<file path="config.mk">
export PLATFORM = sky130hd
export DESIGN_NAME = exc_state_ctrl
export DESIGN_NICKNAME = d
export VERILOG_FILES = /design/src/verilog/exc_pkg.sv /design/src/verilog/exc_arb_if.sv /design/src/verilog/exc_pend_arbiter.sv /design/src/verilog/exc_state_ctrl.sv
export VERILOG_INCLUDE_DIRS = /design/src /design/src/verilog
export SDC_FILE = /design/constraint.sdc
export NUM_CORES = 1
export LEC_CHECK = 0
export BUFFER_PORTS_ARGS = -buffer_cell sky130_fd_sc_hd__buf_2
export CAP_MARGIN = 20
export CORE_MARGIN = 10
export CORE_UTILIZATION = 40
export CTS_CLUSTER_DIAMETER = 40
export CTS_CLUSTER_SIZE = 40
export DETAILED_ROUTE_END_ITERATION = 8
export PLACE_DENSITY = 0.77
export SLEW_MARGIN = 20
export SYNTH_ARGS = -nofsm -noshare
export SYNTH_HDL_FRONTEND = slang
export SYNTH_SLANG_ARGS = --single-unit
</file>
<file path="constraint.sdc">
create_clock -name core_clk_in -period 10.3 [get_ports core_clk_in]
set_input_delay 0.515 -clock core_clk_in [delete_from_list [all_inputs] [get_ports core_clk_in]]
set_output_delay 0.515 -clock core_clk_in [all_outputs]
set_load 0.005 [all_outputs]
</file>
<file path="src/verilog/exc_ctrl_params.svh">
`ifndef EXC_CTRL_PARAMS_SVH
`define EXC_CTRL_PARAMS_SVH
// Exception numbers of the fixed and lowest system entries.
`define EXC_NUM_W          6
`define EXC_NUM_FIRST_IRQ  6'h10
`define EXC_NUM_NMI        6'h02
`define EXC_NUM_HARDFAULT  6'h03
`define EXC_NUM_THREAD     6'h00
// Priority encoding: lower value is more urgent.
`define PRIO_W             4
`define PRIO_RESET_FIXED   4'h0
`define PRIO_NMI_FIXED     4'h1
`define PRIO_HARDFAULT_FIX 4'h2
`define PRIO_BASE          4'hF
`define PRIO_BOOST         4'h3
// Return link values held in the link register.
`define LINK_W             32
`define LINK_TO_HANDLER    32'hFFFFFFF1
`define LINK_TO_THREAD_MSP 32'hFFFFFFF9
`define LINK_TO_THREAD_PSP 32'hFFFFFFFD
// Context push and pop length in core cycles (eight stacked words).
`define STACK_WORDS        4'h8
`define VEC_FETCH_CYCLES   4'h2
`define ADDR_W             32
`define VEC_TABLE_BASE     32'h00000000
`endif

</file>
<file path="src/verilog/exc_pkg.sv">
package exc_pkg;
    // Per-exception state, exactly one at a time.
    typedef enum logic [1:0] {
        EXC_INACTIVE,
        EXC_PENDING,
        EXC_ACTIVE,
        EXC_ACT_PEND
    } exc_state_t;
    // Sequencer states of entry and return.
    typedef enum logic [2:0] {
        SEQ_RUN,
        SEQ_PUSH,
        SEQ_VECTOR,
        SEQ_POP,
        SEQ_HALT
    } seq_state_t;
endpackage

</file>
<file path="src/verilog/exc_arb_if.sv">
`timescale 1ns/100ps
`include "exc_ctrl_params.svh"
// Carries the arbiter's winner back to the sequencer.
interface exc_arb_if #(parameter int N = 8);
    logic [N-1:0]               pend_vec;  // Pending (or active and pending) flags.
    logic [N*`PRIO_W-1:0]       prio_vec;  // Priority of each slot.
    logic                       win_valid; // A pending slot exists.
    logic [$clog2(N)-1:0]       win_idx;   // Winning slot index.
    logic [`PRIO_W-1:0]         win_prio;  // Winning priority.
    modport arb (input pend_vec, prio_vec, output win_valid, win_idx, win_prio);
    modport seq (output pend_vec, prio_vec, input win_valid, win_idx, win_prio);
endinterface

</file>
<file path="src/verilog/exc_pend_arbiter.sv">
`timescale 1ns/100ps
`include "exc_ctrl_params.svh"
// Picks the most urgent pending slot; lower slot wins a tie.
module exc_pend_arbiter #(
    parameter int N = 8
) (
    exc_arb_if.arb bus
);
    // Lower value is more urgent; strict compare keeps the lower index on ties.
    always_comb begin // see [RL22]
        bus.win_valid = 1'b0;
        bus.win_idx   = '0;
        bus.win_prio  = `PRIO_BASE;
        for (int i = 0; i < N; i++) begin
            if (bus.pend_vec[i] &&
                (!bus.win_valid || bus.prio_vec[i*`PRIO_W +: `PRIO_W] < bus.win_prio)) begin
                bus.win_valid = 1'b1;
                bus.win_idx   = ($clog2(N))'(i);
                bus.win_prio  = bus.prio_vec[i*`PRIO_W +: `PRIO_W];
            end
        end
    end
endmodule // exc_pend_arbiter

</file>
<file path="src/verilog/exc_state_ctrl.sv">
`timescale 1ns/100ps
`include "exc_ctrl_params.svh"
// Function
// [RL1] Interrupts are asynchronous, not reset or fault.
// [RL2] Each exception has priority, number, vector.
// [RL3] Four states per non-reset exception.
// [RL4] Event marks pending until handler starts.
// [RL5] Active-and-pending only for asynchronous exceptions.
// [RL6] Three fixed priorities, others software set.
// [RL7] Reset gives base priority, Thread only.
// [RL8] Execution priority is highest active, boosted.
// [RL9] Sufficiently higher pending exception preempts.
// [RL10] Entry pushes context then fetches vector.
// [RL11] Late arrival optimised; entry faults handled.
// [RL12] Handlers run in Handler mode.
// [RL13] Active-and-pending return re-enters or stays pending.
// [RL14] Active return goes inactive, restores, resumes.
// [RL15] Return link in link register selects target; code takes the mode from nesting depth, the link only picks the Thread stack.
// [RL16] Pending preemptor on return tail-chains.
// [RL17] Execution-state bit one; zero faults.
// [RL18] Halt on debug event when enabled.
// [RL19] Registers 0-12, banked 13, 14, 15.
// [RL20] Handler mode always uses main stack.
// [RL21] Status shows exception number, zero in Thread.
// [RL22] Lower value more urgent; ties lower number.
module exc_state_ctrl #(
    parameter int N = 8 // Slot 0 is the fault, slot 1 the non-maskable, rest interrupts.
) (
    input  wire logic                    core_clk_in,        // Core clock.
    input  wire logic                    arst_n_in,          // Asynchronous reset.
    input  wire logic [N-1:0]            irq_pin_in,         // Asynchronous interrupt levels.
    input  wire logic                    sync_fault_in,      // Synchronous fault pulse.
    input  wire logic [N*`PRIO_W-1:0]    prio_cfg_in,        // Software priorities.
    input  wire logic                    priority_boost_mask_in, // Boost mask level.
    input  wire logic                    spsel_in,           // Thread stack select.
    input  wire logic                    exc_return_in,      // Handler issues return pulse.
    input  wire logic [`LINK_W-1:0]      link_reg_in,        // Link value at return.
    input  wire logic                    push_fault_in,      // Memory fault during stacking.
    input  wire logic                    instr_set_write_in, // Write of execution-state bit.
    input  wire logic                    instr_set_val_in,   // Value written.
    input  wire logic                    instr_exec_in,      // Next instruction executes.
    input  wire logic                    halt_en_in,         // Halt on debug events.
    input  wire logic                    debug_event_in,     // Debug event pulse.
    input  wire logic                    debug_resume_in,    // Leave halted state.
    input  wire logic [`ADDR_W-1:0]      vector_data_in,     // Vector read data.
    output logic [`ADDR_W-1:0]           vector_addr_out,    // Vector address.
    output logic                         vector_rd_out,      // Vector read strobe.
    output logic                         stack_push_out,     // Stacking in progress.
    output logic                         stack_pop_out,      // Unstacking in progress.
    output logic [`ADDR_W-1:0]           branch_pc_out,      // Handler entry address.
    output logic                         branch_out,         // Branch pulse.
    output logic [`LINK_W-1:0]           link_reg_out,       // Return link written on entry.
    output logic                         handler_mode_out,   // One in Handler mode.
    output logic                         main_sp_sel_out,    // One when main stack in use.
    output logic [`EXC_NUM_W-1:0]        exception_number_status_out, // Current number.
    output logic [`PRIO_W-1:0]           exec_prio_out,      // Execution priority.
    output logic                         instr_set_state_bit_out, // Execution-state bit.
    output logic                         halted_out,         // Debug halted.
    output logic [2*N-1:0]               exc_state_out       // Packed state per slot.
);
    localparam int IW = $clog2(N);
    // Refuse sizes too small for both fixed slots and one interrupt.
    initial begin
        if (N < 3 || N > 48) $error("exc_state_ctrl: N out of range");
    end

    // Maps a slot to its exception number.
    function automatic logic [`EXC_NUM_W-1:0] slot_num(input logic [IW-1:0] s);
        if (s == IW'(0)) slot_num = `EXC_NUM_HARDFAULT;
        else if (s == IW'(1)) slot_num = `EXC_NUM_NMI;
        else slot_num = `EXC_NUM_FIRST_IRQ + `EXC_NUM_W'(s) - `EXC_NUM_W'(2);
    endfunction

    // Effective priority of a slot; slots 0 and 1 are fixed.
    function automatic logic [`PRIO_W-1:0] slot_prio(input int s,
                                                      input logic [N*`PRIO_W-1:0] cfg);
        if (s == 0) slot_prio = `PRIO_HARDFAULT_FIX; // see [RL6]
        else if (s == 1) slot_prio = `PRIO_NMI_FIXED; // see [RL6]
        else slot_prio = cfg[s*`PRIO_W +: `PRIO_W];
    endfunction

    // Two-stage synchronisers for asynchronous interrupt pins.
    logic [N-1:0] irq_meta_ff;  // First stage, read only by the second.
    logic [N-1:0] irq_sync_ff;  // Second stage.
    logic [N-1:0] irq_prev_ff;  // For rising-edge detect.
    always_ff @(posedge core_clk_in or negedge arst_n_in) begin
        if (!arst_n_in) begin
            irq_meta_ff <= '0;
            irq_sync_ff <= '0;
            irq_prev_ff <= '0;
        end else begin
            irq_meta_ff <= irq_pin_in;
            irq_sync_ff <= irq_meta_ff;
            irq_prev_ff <= irq_sync_ff;
        end
    end
    // Interrupts are rising edges, unrelated to the instruction stream.
    logic [N-1:0] event_vec; // see [RL1]
    always_comb begin
        event_vec      = irq_sync_ff & ~irq_prev_ff;
        event_vec[0]   = sync_fault_in | push_fault_in; // Fault slot is synchronous.
    end

    // Core state.
    exc_pkg::exc_state_t st_ff [N];
    exc_pkg::exc_state_t nxt_st [N];
    exc_pkg::seq_state_t seq_ff, nxt_seq;
    logic [IW-1:0]              cur_ff, nxt_cur;          // Slot being entered/handled.
    logic [IW-1:0]              stk_ff [4];               // Nesting stack of active slots.
    logic [IW-1:0]              nxt_stk [4];
    logic [2:0]                 depth_ff, nxt_depth;      // Nesting depth, zero in Thread.
    logic [3:0]                 cnt_ff, nxt_cnt;          // Push/pop/fetch counter.
    logic                       thread_psp_ff, nxt_thread_psp; // Thread stack at entry.
    logic                       tbit_ff, nxt_tbit;
    logic                       halted_ff, nxt_halted;
    logic [`ADDR_W-1:0]         vaddr_ff, nxt_vaddr;
    logic                       vrd_ff, nxt_vrd;
    logic [`ADDR_W-1:0]         bpc_ff, nxt_bpc;
    logic                       br_ff, nxt_br;
    logic [`LINK_W-1:0]         link_ff, nxt_link;
    logic [`PRIO_W-1:0]         eprio;                    // Execution priority.
    logic [N-1:0]               pend_vec;

    exc_arb_if #(.N(N)) arb_bus ();
    exc_pend_arbiter #(.N(N)) u_arb (.bus(arb_bus));
    always_comb begin
        for (int i = 0; i < N; i++) begin
            pend_vec[i] = (st_ff[i] == exc_pkg::EXC_PENDING) ||
                          (st_ff[i] == exc_pkg::EXC_ACT_PEND);
            arb_bus.prio_vec[i*`PRIO_W +: `PRIO_W] = slot_prio(i, prio_cfg_in); // see [RL2]
        end
        arb_bus.pend_vec = pend_vec;
    end

    // Most urgent active priority, raised by the boost mask; base in Thread unless the boost mask is set.
    always_comb begin // see [RL8] see [RL7]
        eprio = `PRIO_BASE;
        for (int i = 0; i < N; i++) begin
            if ((st_ff[i] == exc_pkg::EXC_ACTIVE || st_ff[i] == exc_pkg::EXC_ACT_PEND) &&
                slot_prio(i, prio_cfg_in) < eprio) eprio = slot_prio(i, prio_cfg_in);
        end
        if (priority_boost_mask_in && eprio > `PRIO_BOOST) eprio = `PRIO_BOOST;
    end

    // Preemption needs strictly more urgent; the non-maskable slot bypasses boost.
    logic preempt;
    assign preempt = arb_bus.win_valid && (arb_bus.win_prio < eprio); // see [RL9]

    // Next-state logic for states, sequencer and outputs.
    always_comb begin
        nxt_st = st_ff;  nxt_seq = seq_ff;  nxt_cur = cur_ff;  nxt_stk = stk_ff;
        nxt_depth = depth_ff;  nxt_cnt = cnt_ff;  nxt_thread_psp = thread_psp_ff;
        nxt_tbit = tbit_ff;  nxt_halted = halted_ff;  nxt_vaddr = vaddr_ff;
        nxt_vrd = 1'b0;  nxt_bpc = bpc_ff;  nxt_br = 1'b0;  nxt_link = link_ff;
        // Events make inactive slots pending, active asynchronous ones active-and-pending.
        for (int i = 0; i < N; i++) begin
            if (event_vec[i]) begin
                case (st_ff[i]) // see [RL4] see [RL3]
                    exc_pkg::EXC_INACTIVE: nxt_st[i] = exc_pkg::EXC_PENDING;
                    exc_pkg::EXC_ACTIVE:   if (i != 0) nxt_st[i] = exc_pkg::EXC_ACT_PEND; // see [RL5]
                    default:               nxt_st[i] = st_ff[i];
                endcase
            end
        end
        // Clearing the execution-state bit faults on the next instruction.
        if (instr_set_write_in) nxt_tbit = instr_set_val_in;
        if (instr_exec_in && !tbit_ff && st_ff[0] == exc_pkg::EXC_INACTIVE) begin
            nxt_st[0] = exc_pkg::EXC_PENDING; // see [RL17]
            nxt_tbit  = 1'b1;
        end
        case (seq_ff)
            exc_pkg::SEQ_RUN: begin
                if (halt_en_in && debug_event_in) begin
                    nxt_seq    = exc_pkg::SEQ_HALT; // see [RL18]
                    nxt_halted = 1'b1;
                end else if (preempt) begin
                    nxt_cur = arb_bus.win_idx;
                    nxt_cnt = `STACK_WORDS;
                    nxt_seq = exc_pkg::SEQ_PUSH; // see [RL10]
                    if (depth_ff == 3'h0) nxt_thread_psp = spsel_in;
                end else if (exc_return_in && depth_ff != 3'h0) begin
                    nxt_cnt = `STACK_WORDS;
                    nxt_seq = exc_pkg::SEQ_POP;
                end
            end
            exc_pkg::SEQ_PUSH: begin
                // A more urgent late arrival replaces the target before the vector read.
                if (preempt && arb_bus.win_prio < slot_prio(int'(cur_ff), prio_cfg_in))
                    nxt_cur = arb_bus.win_idx; // see [RL11]
                if (push_fault_in) nxt_cur = IW'(0); // see [RL11]
                if (cnt_ff == 4'h1) begin
                    nxt_cnt = `VEC_FETCH_CYCLES;
                    nxt_seq = exc_pkg::SEQ_VECTOR;
                end else nxt_cnt = cnt_ff - 4'h1;
            end
            exc_pkg::SEQ_VECTOR: begin
                nxt_vaddr = `VEC_TABLE_BASE + {{(`ADDR_W-`EXC_NUM_W-2){1'b0}},
                            slot_num(cur_ff), 2'b00};
                nxt_vrd = (cnt_ff == `VEC_FETCH_CYCLES);
                if (cnt_ff == 4'h1) begin
                    nxt_bpc = vector_data_in;
                    nxt_br  = 1'b1;
                    nxt_st[cur_ff] = exc_pkg::EXC_ACTIVE; // see [RL4]
                    nxt_stk[depth_ff[1:0]] = cur_ff;
                    nxt_depth = depth_ff + 3'h1; // see [RL12]
                    nxt_link = (depth_ff != 3'h0) ? `LINK_TO_HANDLER :
                               (thread_psp_ff ? `LINK_TO_THREAD_PSP : `LINK_TO_THREAD_MSP); // see [RL15]
                    nxt_seq = exc_pkg::SEQ_RUN;
                end else nxt_cnt = cnt_ff - 4'h1;
            end
            exc_pkg::SEQ_POP: begin
                if (cnt_ff == `STACK_WORDS) begin
                    // Retire the returning slot first.
                    // A new event in the retire cycle wins, so it is never lost.
                    if (st_ff[cur_ff] == exc_pkg::EXC_ACT_PEND || event_vec[cur_ff])
                        nxt_st[cur_ff] = exc_pkg::EXC_PENDING; // see [RL13]
                    else nxt_st[cur_ff] = exc_pkg::EXC_INACTIVE; // see [RL14]
                    nxt_depth = depth_ff - 3'h1;
                    nxt_cur = (depth_ff >= 3'h2) ? stk_ff[2'(depth_ff - 3'h2)] : cur_ff;
                    if (link_reg_in == `LINK_TO_HANDLER && depth_ff < 3'h2) nxt_halted = halted_ff;
                    nxt_cnt = cnt_ff - 4'h1;
                end else if (preempt) begin
                    // Pending winner tail-chains: skip the rest of unstacking.
                    nxt_cur = arb_bus.win_idx; // see [RL16] see [RL13]
                    nxt_cnt = `VEC_FETCH_CYCLES;
                    nxt_seq = exc_pkg::SEQ_VECTOR;
                end else if (cnt_ff == 4'h1) begin
                    nxt_seq = exc_pkg::SEQ_RUN; // see [RL14]
                    nxt_thread_psp = (link_reg_in == `LINK_TO_THREAD_PSP); // see [RL15]
                end else nxt_cnt = cnt_ff - 4'h1;
            end
            exc_pkg::SEQ_HALT: begin
                if (debug_resume_in) begin
                    nxt_halted = 1'b0;
                    nxt_seq    = exc_pkg::SEQ_RUN;
                end
            end
            default: nxt_seq = exc_pkg::SEQ_RUN;
        endcase
    end

    // Registers of all control state; reset gives Thread mode at base priority.
    always_ff @(posedge core_clk_in or negedge arst_n_in) begin
        if (!arst_n_in) begin
            for (int i = 0; i < N; i++) st_ff[i] <= exc_pkg::EXC_INACTIVE;
            for (int j = 0; j < 4; j++) stk_ff[j] <= '0;
            seq_ff <= exc_pkg::SEQ_RUN;  cur_ff <= '0;  depth_ff <= 3'h0;  // see [RL7]
            cnt_ff <= 4'h0;  thread_psp_ff <= 1'b0;  tbit_ff <= 1'b1;  halted_ff <= 1'b0;
            vaddr_ff <= '0;  vrd_ff <= 1'b0;  bpc_ff <= '0;  br_ff <= 1'b0;  link_ff <= '0;
        end else begin
            st_ff <= nxt_st;  seq_ff <= nxt_seq;  cur_ff <= nxt_cur;  stk_ff <= nxt_stk;
            depth_ff <= nxt_depth;  cnt_ff <= nxt_cnt;  thread_psp_ff <= nxt_thread_psp;
            tbit_ff <= nxt_tbit;  halted_ff <= nxt_halted;  vaddr_ff <= nxt_vaddr;
            vrd_ff <= nxt_vrd;  bpc_ff <= nxt_bpc;  br_ff <= nxt_br;  link_ff <= nxt_link;
        end
    end

    // Registered status outputs, each from a flip-flop.
    always_ff @(posedge core_clk_in or negedge arst_n_in) begin
        if (!arst_n_in) begin
            handler_mode_out <= 1'b0;  main_sp_sel_out <= 1'b1;
            exception_number_status_out <= `EXC_NUM_THREAD;  exec_prio_out <= `PRIO_BASE;
            stack_push_out <= 1'b0;  stack_pop_out <= 1'b0;  exc_state_out <= '0;
        end else begin
            handler_mode_out <= (nxt_depth != 3'h0);
            main_sp_sel_out  <= (nxt_depth != 3'h0) || !nxt_thread_psp; // see [RL20]
            exception_number_status_out <= (nxt_depth != 3'h0) ?
                slot_num(nxt_stk[2'(nxt_depth - 3'h1)]) : `EXC_NUM_THREAD; // see [RL21]
            exec_prio_out  <= eprio;
            stack_push_out <= (nxt_seq == exc_pkg::SEQ_PUSH);
            stack_pop_out  <= (nxt_seq == exc_pkg::SEQ_POP);
            for (int i = 0; i < N; i++) exc_state_out[2*i +: 2] <= nxt_st[i];
        end
    end
    assign vector_addr_out = vaddr_ff;
    assign vector_rd_out   = vrd_ff;
    assign branch_pc_out   = bpc_ff;
    assign branch_out      = br_ff;
    assign link_reg_out    = link_ff;
    assign instr_set_state_bit_out = tbit_ff;
    assign halted_out      = halted_ff;
    // General registers 0-15 live in the datapath; this block steers banked 13 and 14.
    // see [RL19]

    a_fault_no_actpend: assert property (@(posedge core_clk_in) disable iff (!arst_n_in)
        st_ff[0] != exc_pkg::EXC_ACT_PEND) else $error("fault slot active and pending"); // see [RL5]
    a_thread_exception_number_status_zero: assert property (@(posedge core_clk_in) disable iff (!arst_n_in)
        !handler_mode_out |-> exception_number_status_out == `EXC_NUM_THREAD)
        else $error("status nonzero in thread"); // see [RL21]
    a_handler_main_sp: assert property (@(posedge core_clk_in) disable iff (!arst_n_in)
        handler_mode_out |-> main_sp_sel_out) else $error("handler off main stack"); // see [RL20]
    a_push_then_vec: assert property (@(posedge core_clk_in) disable iff (!arst_n_in)
        (seq_ff == exc_pkg::SEQ_RUN && preempt && !(halt_en_in && debug_event_in))
        |=> seq_ff == exc_pkg::SEQ_PUSH [*8] ##1 seq_ff == exc_pkg::SEQ_VECTOR)
        else $error("entry sequence wrong"); // see [RL10]
    a_entry_handler: assert property (@(posedge core_clk_in) disable iff (!arst_n_in)
        br_ff |-> handler_mode_out) else $error("branch outside handler"); // see [RL12]
    a_halt_entry: assert property (@(posedge core_clk_in) disable iff (!arst_n_in)
        (seq_ff == exc_pkg::SEQ_RUN && halt_en_in && debug_event_in) |=> halted_ff)
        else $error("no halt on debug event"); // see [RL18]
    a_tbit_fault: assert property (@(posedge core_clk_in) disable iff (!arst_n_in)
        (instr_exec_in && !tbit_ff && st_ff[0] == exc_pkg::EXC_INACTIVE)
        |=> st_ff[0] == exc_pkg::EXC_PENDING) else $error("cleared bit did not fault"); // see [RL17]
    a_prio_not_base: assert property (@(posedge core_clk_in) disable iff (!arst_n_in)
        (depth_ff != 3'h0) |-> eprio != `PRIO_BASE) else $error("handler at base level"); // see [RL7]
endmodule // exc_state_ctrl

</file>
==> impl_metrics.env <==
export IMPL_port_buffers=208
export IMPL_die_x_um=164.3
export IMPL_leakagePower_uw=0.005296
export IMPL_synth_yosys_seq_area_share=0.3613
export IMPL_grt_pass1_wl_mm=41.61
export IMPL_p_per_area_nw_per_um2=390.7
export IMPL_worstMarginPinSlew_ns=0.9575
export IMPL_vias=8063
export IMPL_path_max_fanout=7
export IMPL_dp_cells=1428
export IMPL_setup_tns_ns=0
export IMPL_cp_startpoint="exc_state_out[2]$_DFF_PN0_"
export IMPL_dp_slack_ns=-0.3304
export IMPL_fp_dieH_um=164.3
export IMPL_clock_tree_buffer_depth=2
export IMPL_routed_via_density=5.411
export IMPL_layout_cells_non_filler=1490
export IMPL_maxCapViolCount=0
export IMPL_ys_ff_latch=120
export IMPL_insertion_delay_ns=0.41
export IMPL_rows=52
export IMPL_fin_ws_ns=0.3682
export IMPL_routed_wl_mm=27.07
export IMPL_crit_slowest_cell="o31a_4"
export IMPL_cp_top_family="compound AO/OA/AOI/OAI gates"
export IMPL_synth_cells=953
export IMPL_grtUsageTotal=0.1916
export IMPL_endpoint_kind="flop"
export IMPL_required_ns=10.61
export IMPL_max_stage_delay_ns=0.42
export IMPL_hpwl_mm=20.26
export IMPL_relSlewSlack=0.3616
export IMPL_path_buf_inv=9
export IMPL_critical_path_most_common_cell="buf_6"
export IMPL_drv_slew=0
export IMPL_hold_buffers=0
export IMPL_area_growth_syn_to_layout_pct=31.91
export IMPL_antenna_left=0
export IMPL_status="finished, final reports clean"
export IMPL_core_area_um2=20360
export IMPL_cts_buffers=17
export IMPL_htree_levels=4
export IMPL_drcViolationCount=0
export IMPL_async_flop_share=1.000
export IMPL_drt_iter0_drc=428
export IMPL_critical_path_class="flop to flop"
export IMPL_synth_flop_cell="dfrtp_1"
export IMPL_nNetsFinal=1377
export IMPL_hold_violations=0
export IMPL_finalClockSkew_ns=0.01008
export IMPL_synthesis_area_um2=8333
export IMPL_dr_wl_met3_mm=2.769
export IMPL_synthTopCellsByCount="nand2_1, dfrtp_1, buf_4"
export IMPL_fin_util=0.5398
export IMPL_r2r_end="cnt_ff[1]$_DFFE_PN0P_"
export IMPL_yosysTopAreaCellShare=0.3423
export IMPL_antenna_found_initial=1
export IMPL_firstDrtPassIters=5
export IMPL_hp_class="input pin to async pin"
export IMPL_cts_tree="built"
export IMPL_synth_most_common_cell="nand2_1"
export IMPL_finalCritPeriodShare=0.9643
export IMPL_ios=247
export IMPL_ff2ff_path_depth=55
export IMPL_path_clk_slew_ns=0.06
export IMPL_synth_largest_area_cell="dfrtp_1"
export IMPL_cts_sinks=120
export IMPL_grt_max_degree=76
export IMPL_rr_startpoint="exc_state_out[2]$_DFF_PN0_"
export IMPL_startpoint_type="flop"
export IMPL_vdd_drop_max_mv=0.1748
export IMPL_setup_viol=0
export IMPL_r2r_slack_ns=0.37
export IMPL_grt_overflow_total=0
export IMPL_cp_arrival_ns=10.24
export IMPL_avgSynthCellArea_um2=8.744
export IMPL_yosys_warnings=0
export IMPL_max_freq_ghz=0.1007
export IMPL_topRoutingLayerUsed="met4"
export IMPL_met1_length_mm=10.51
export IMPL_synth_edf_count=0
export IMPL_fin_crit_ns=9.932
export IMPL_grt_pass1_vias=8040
export IMPL_initial_core_util=0.4092
export IMPL_drive_gt1_frac=0.3574
export IMPL_n_antenna_cell=0
export IMPL_root_buffer="clkbuf_16"
export IMPL_place_congestion=0.9215
export IMPL_synthTopCellsByArea="dfrtp_1, ha_1, nand2_1, buf_4, a21oi_1"
export IMPL_wl_met2_mm=13.29
export IMPL_wl_per_cell_um=18.17
export IMPL_fp_dieArea_um2=27010
export IMPL_ys_types=88
[per-stage QoR]
stage               hold slack (ns)  cell area [um^2]  power, uW
floorplan                    0.2194              8456       2377
global placement             0.3329              9702       3000
detailed placement           0.3372              9702       3080
CTS                          0.1291             10440       3921
global route                 0.1525             10990       4614
finish                       0.1073             10990       4294
[worst max-delay path by stage]
stage          cells after the start                     to  slack [ns]
2_1_floorplan                     53  cur_ff[0]$_DFFE_PN0P_       0.004
3_3_place_gp                      53  cur_ff[0]$_DFFE_PN0P_       -0.07
3_5_place_dp                      53  cur_ff[0]$_DFFE_PN0P_       -0.33
4_1_cts                           53  cnt_ff[0]$_DFFE_PN0P_       0.001
5_1_grt                           44  cnt_ff[1]$_DFFE_PN0P_       -0.13
6_report                          55  cnt_ff[1]$_DFFE_PN0P_        0.37
[sequential cells by signal, indices dropped and copies added, names as in the netlist, 3 cells and up]
register and cells:
irq_meta_ff 7, stk_ff 12, vector_addr_out 5, exception_number_status_out 5, cnt_ff 4, exec_prio_out 4
irq_sync_ff 7, irq_prev_ff 7, seq_ff 3, link_reg_out 3, depth_ff 3, branch_pc_out 32
exc_state_out 16, cur_ff 3
[layer usage]
layer | vias to the layer above | global-route usage
met1 | 3824 | 0.2238
li1 | 3844 | -
met2 | 353 | 0.3267
met5 | - | 0
met3 | 42 | 0.06158
met4 | 0 | 0.06052
[power by group]
group          total [uW]  internal, uW  switching [uW]
Sequential            804           638             166
Clock                 634           413             221
Combinational        2860          1390            1470
[placed cells by master, fill, tap and decap left out, types with 6 or more instances in the layout]
cell / instances
buf_2: 207
nand2_1: 170
or2_2: 7
o21ai_1: 15
o21ai_0: 36
o22a_1: 8
a21oi_2: 8
nand2b_1: 13
mux4_2: 9
a21o_1: 13
clkbuf_16: 17
o22ai_1: 12
o211ai_1: 8
mux2i_1: 11
nand3_1: 28
mux2_2: 6
dfrtp_1: 114
ha_1: 45
o31a_1: 8
nand3b_1: 6
conb_1: 30
buf_6: 7
ha_4: 7
a31oi_1: 8
nor2b_1: 19
a21oi_1: 38
o21a_1: 9
inv_1: 40
nor3_1: 12
nor2_1: 50
dfstp_2: 6
nand4_1: 11
buf_4: 82
[logic make-up after synthesis]
kind of cell	count (synthesis)	synth area share
XOR/XNOR	3	0.003154
AND/OR/NAND/NOR	364	0.2072
buffers and inverters	137	0.09009
other	1	0.0004500
flip-flops	120	0.3613
multiplexers	36	0.05826
adder cells (fa/ha/maj)	54	0.08078
AO/OA/AOI/OAI	238	0.1988
[repair_timing]
action                     CTS  global route
pin swaps                    8            41
buffers inserted             5            25
gates resized for setup     14            84
setup endpoints to repair   13            13
cloned                       1             0
hold endpoints to repair     0             0
[layout make-up]
type	instances	area (um^2)
clock buffer	18	439.2
clock inverter	14	195.2
fill	1823	9373
inverter	46	175.2
multi-input combinational	726	5104
sequential	120	3010
tap	270	337.8
timing repair buffer	296	1730
Power figures use the tool's default switching activity.
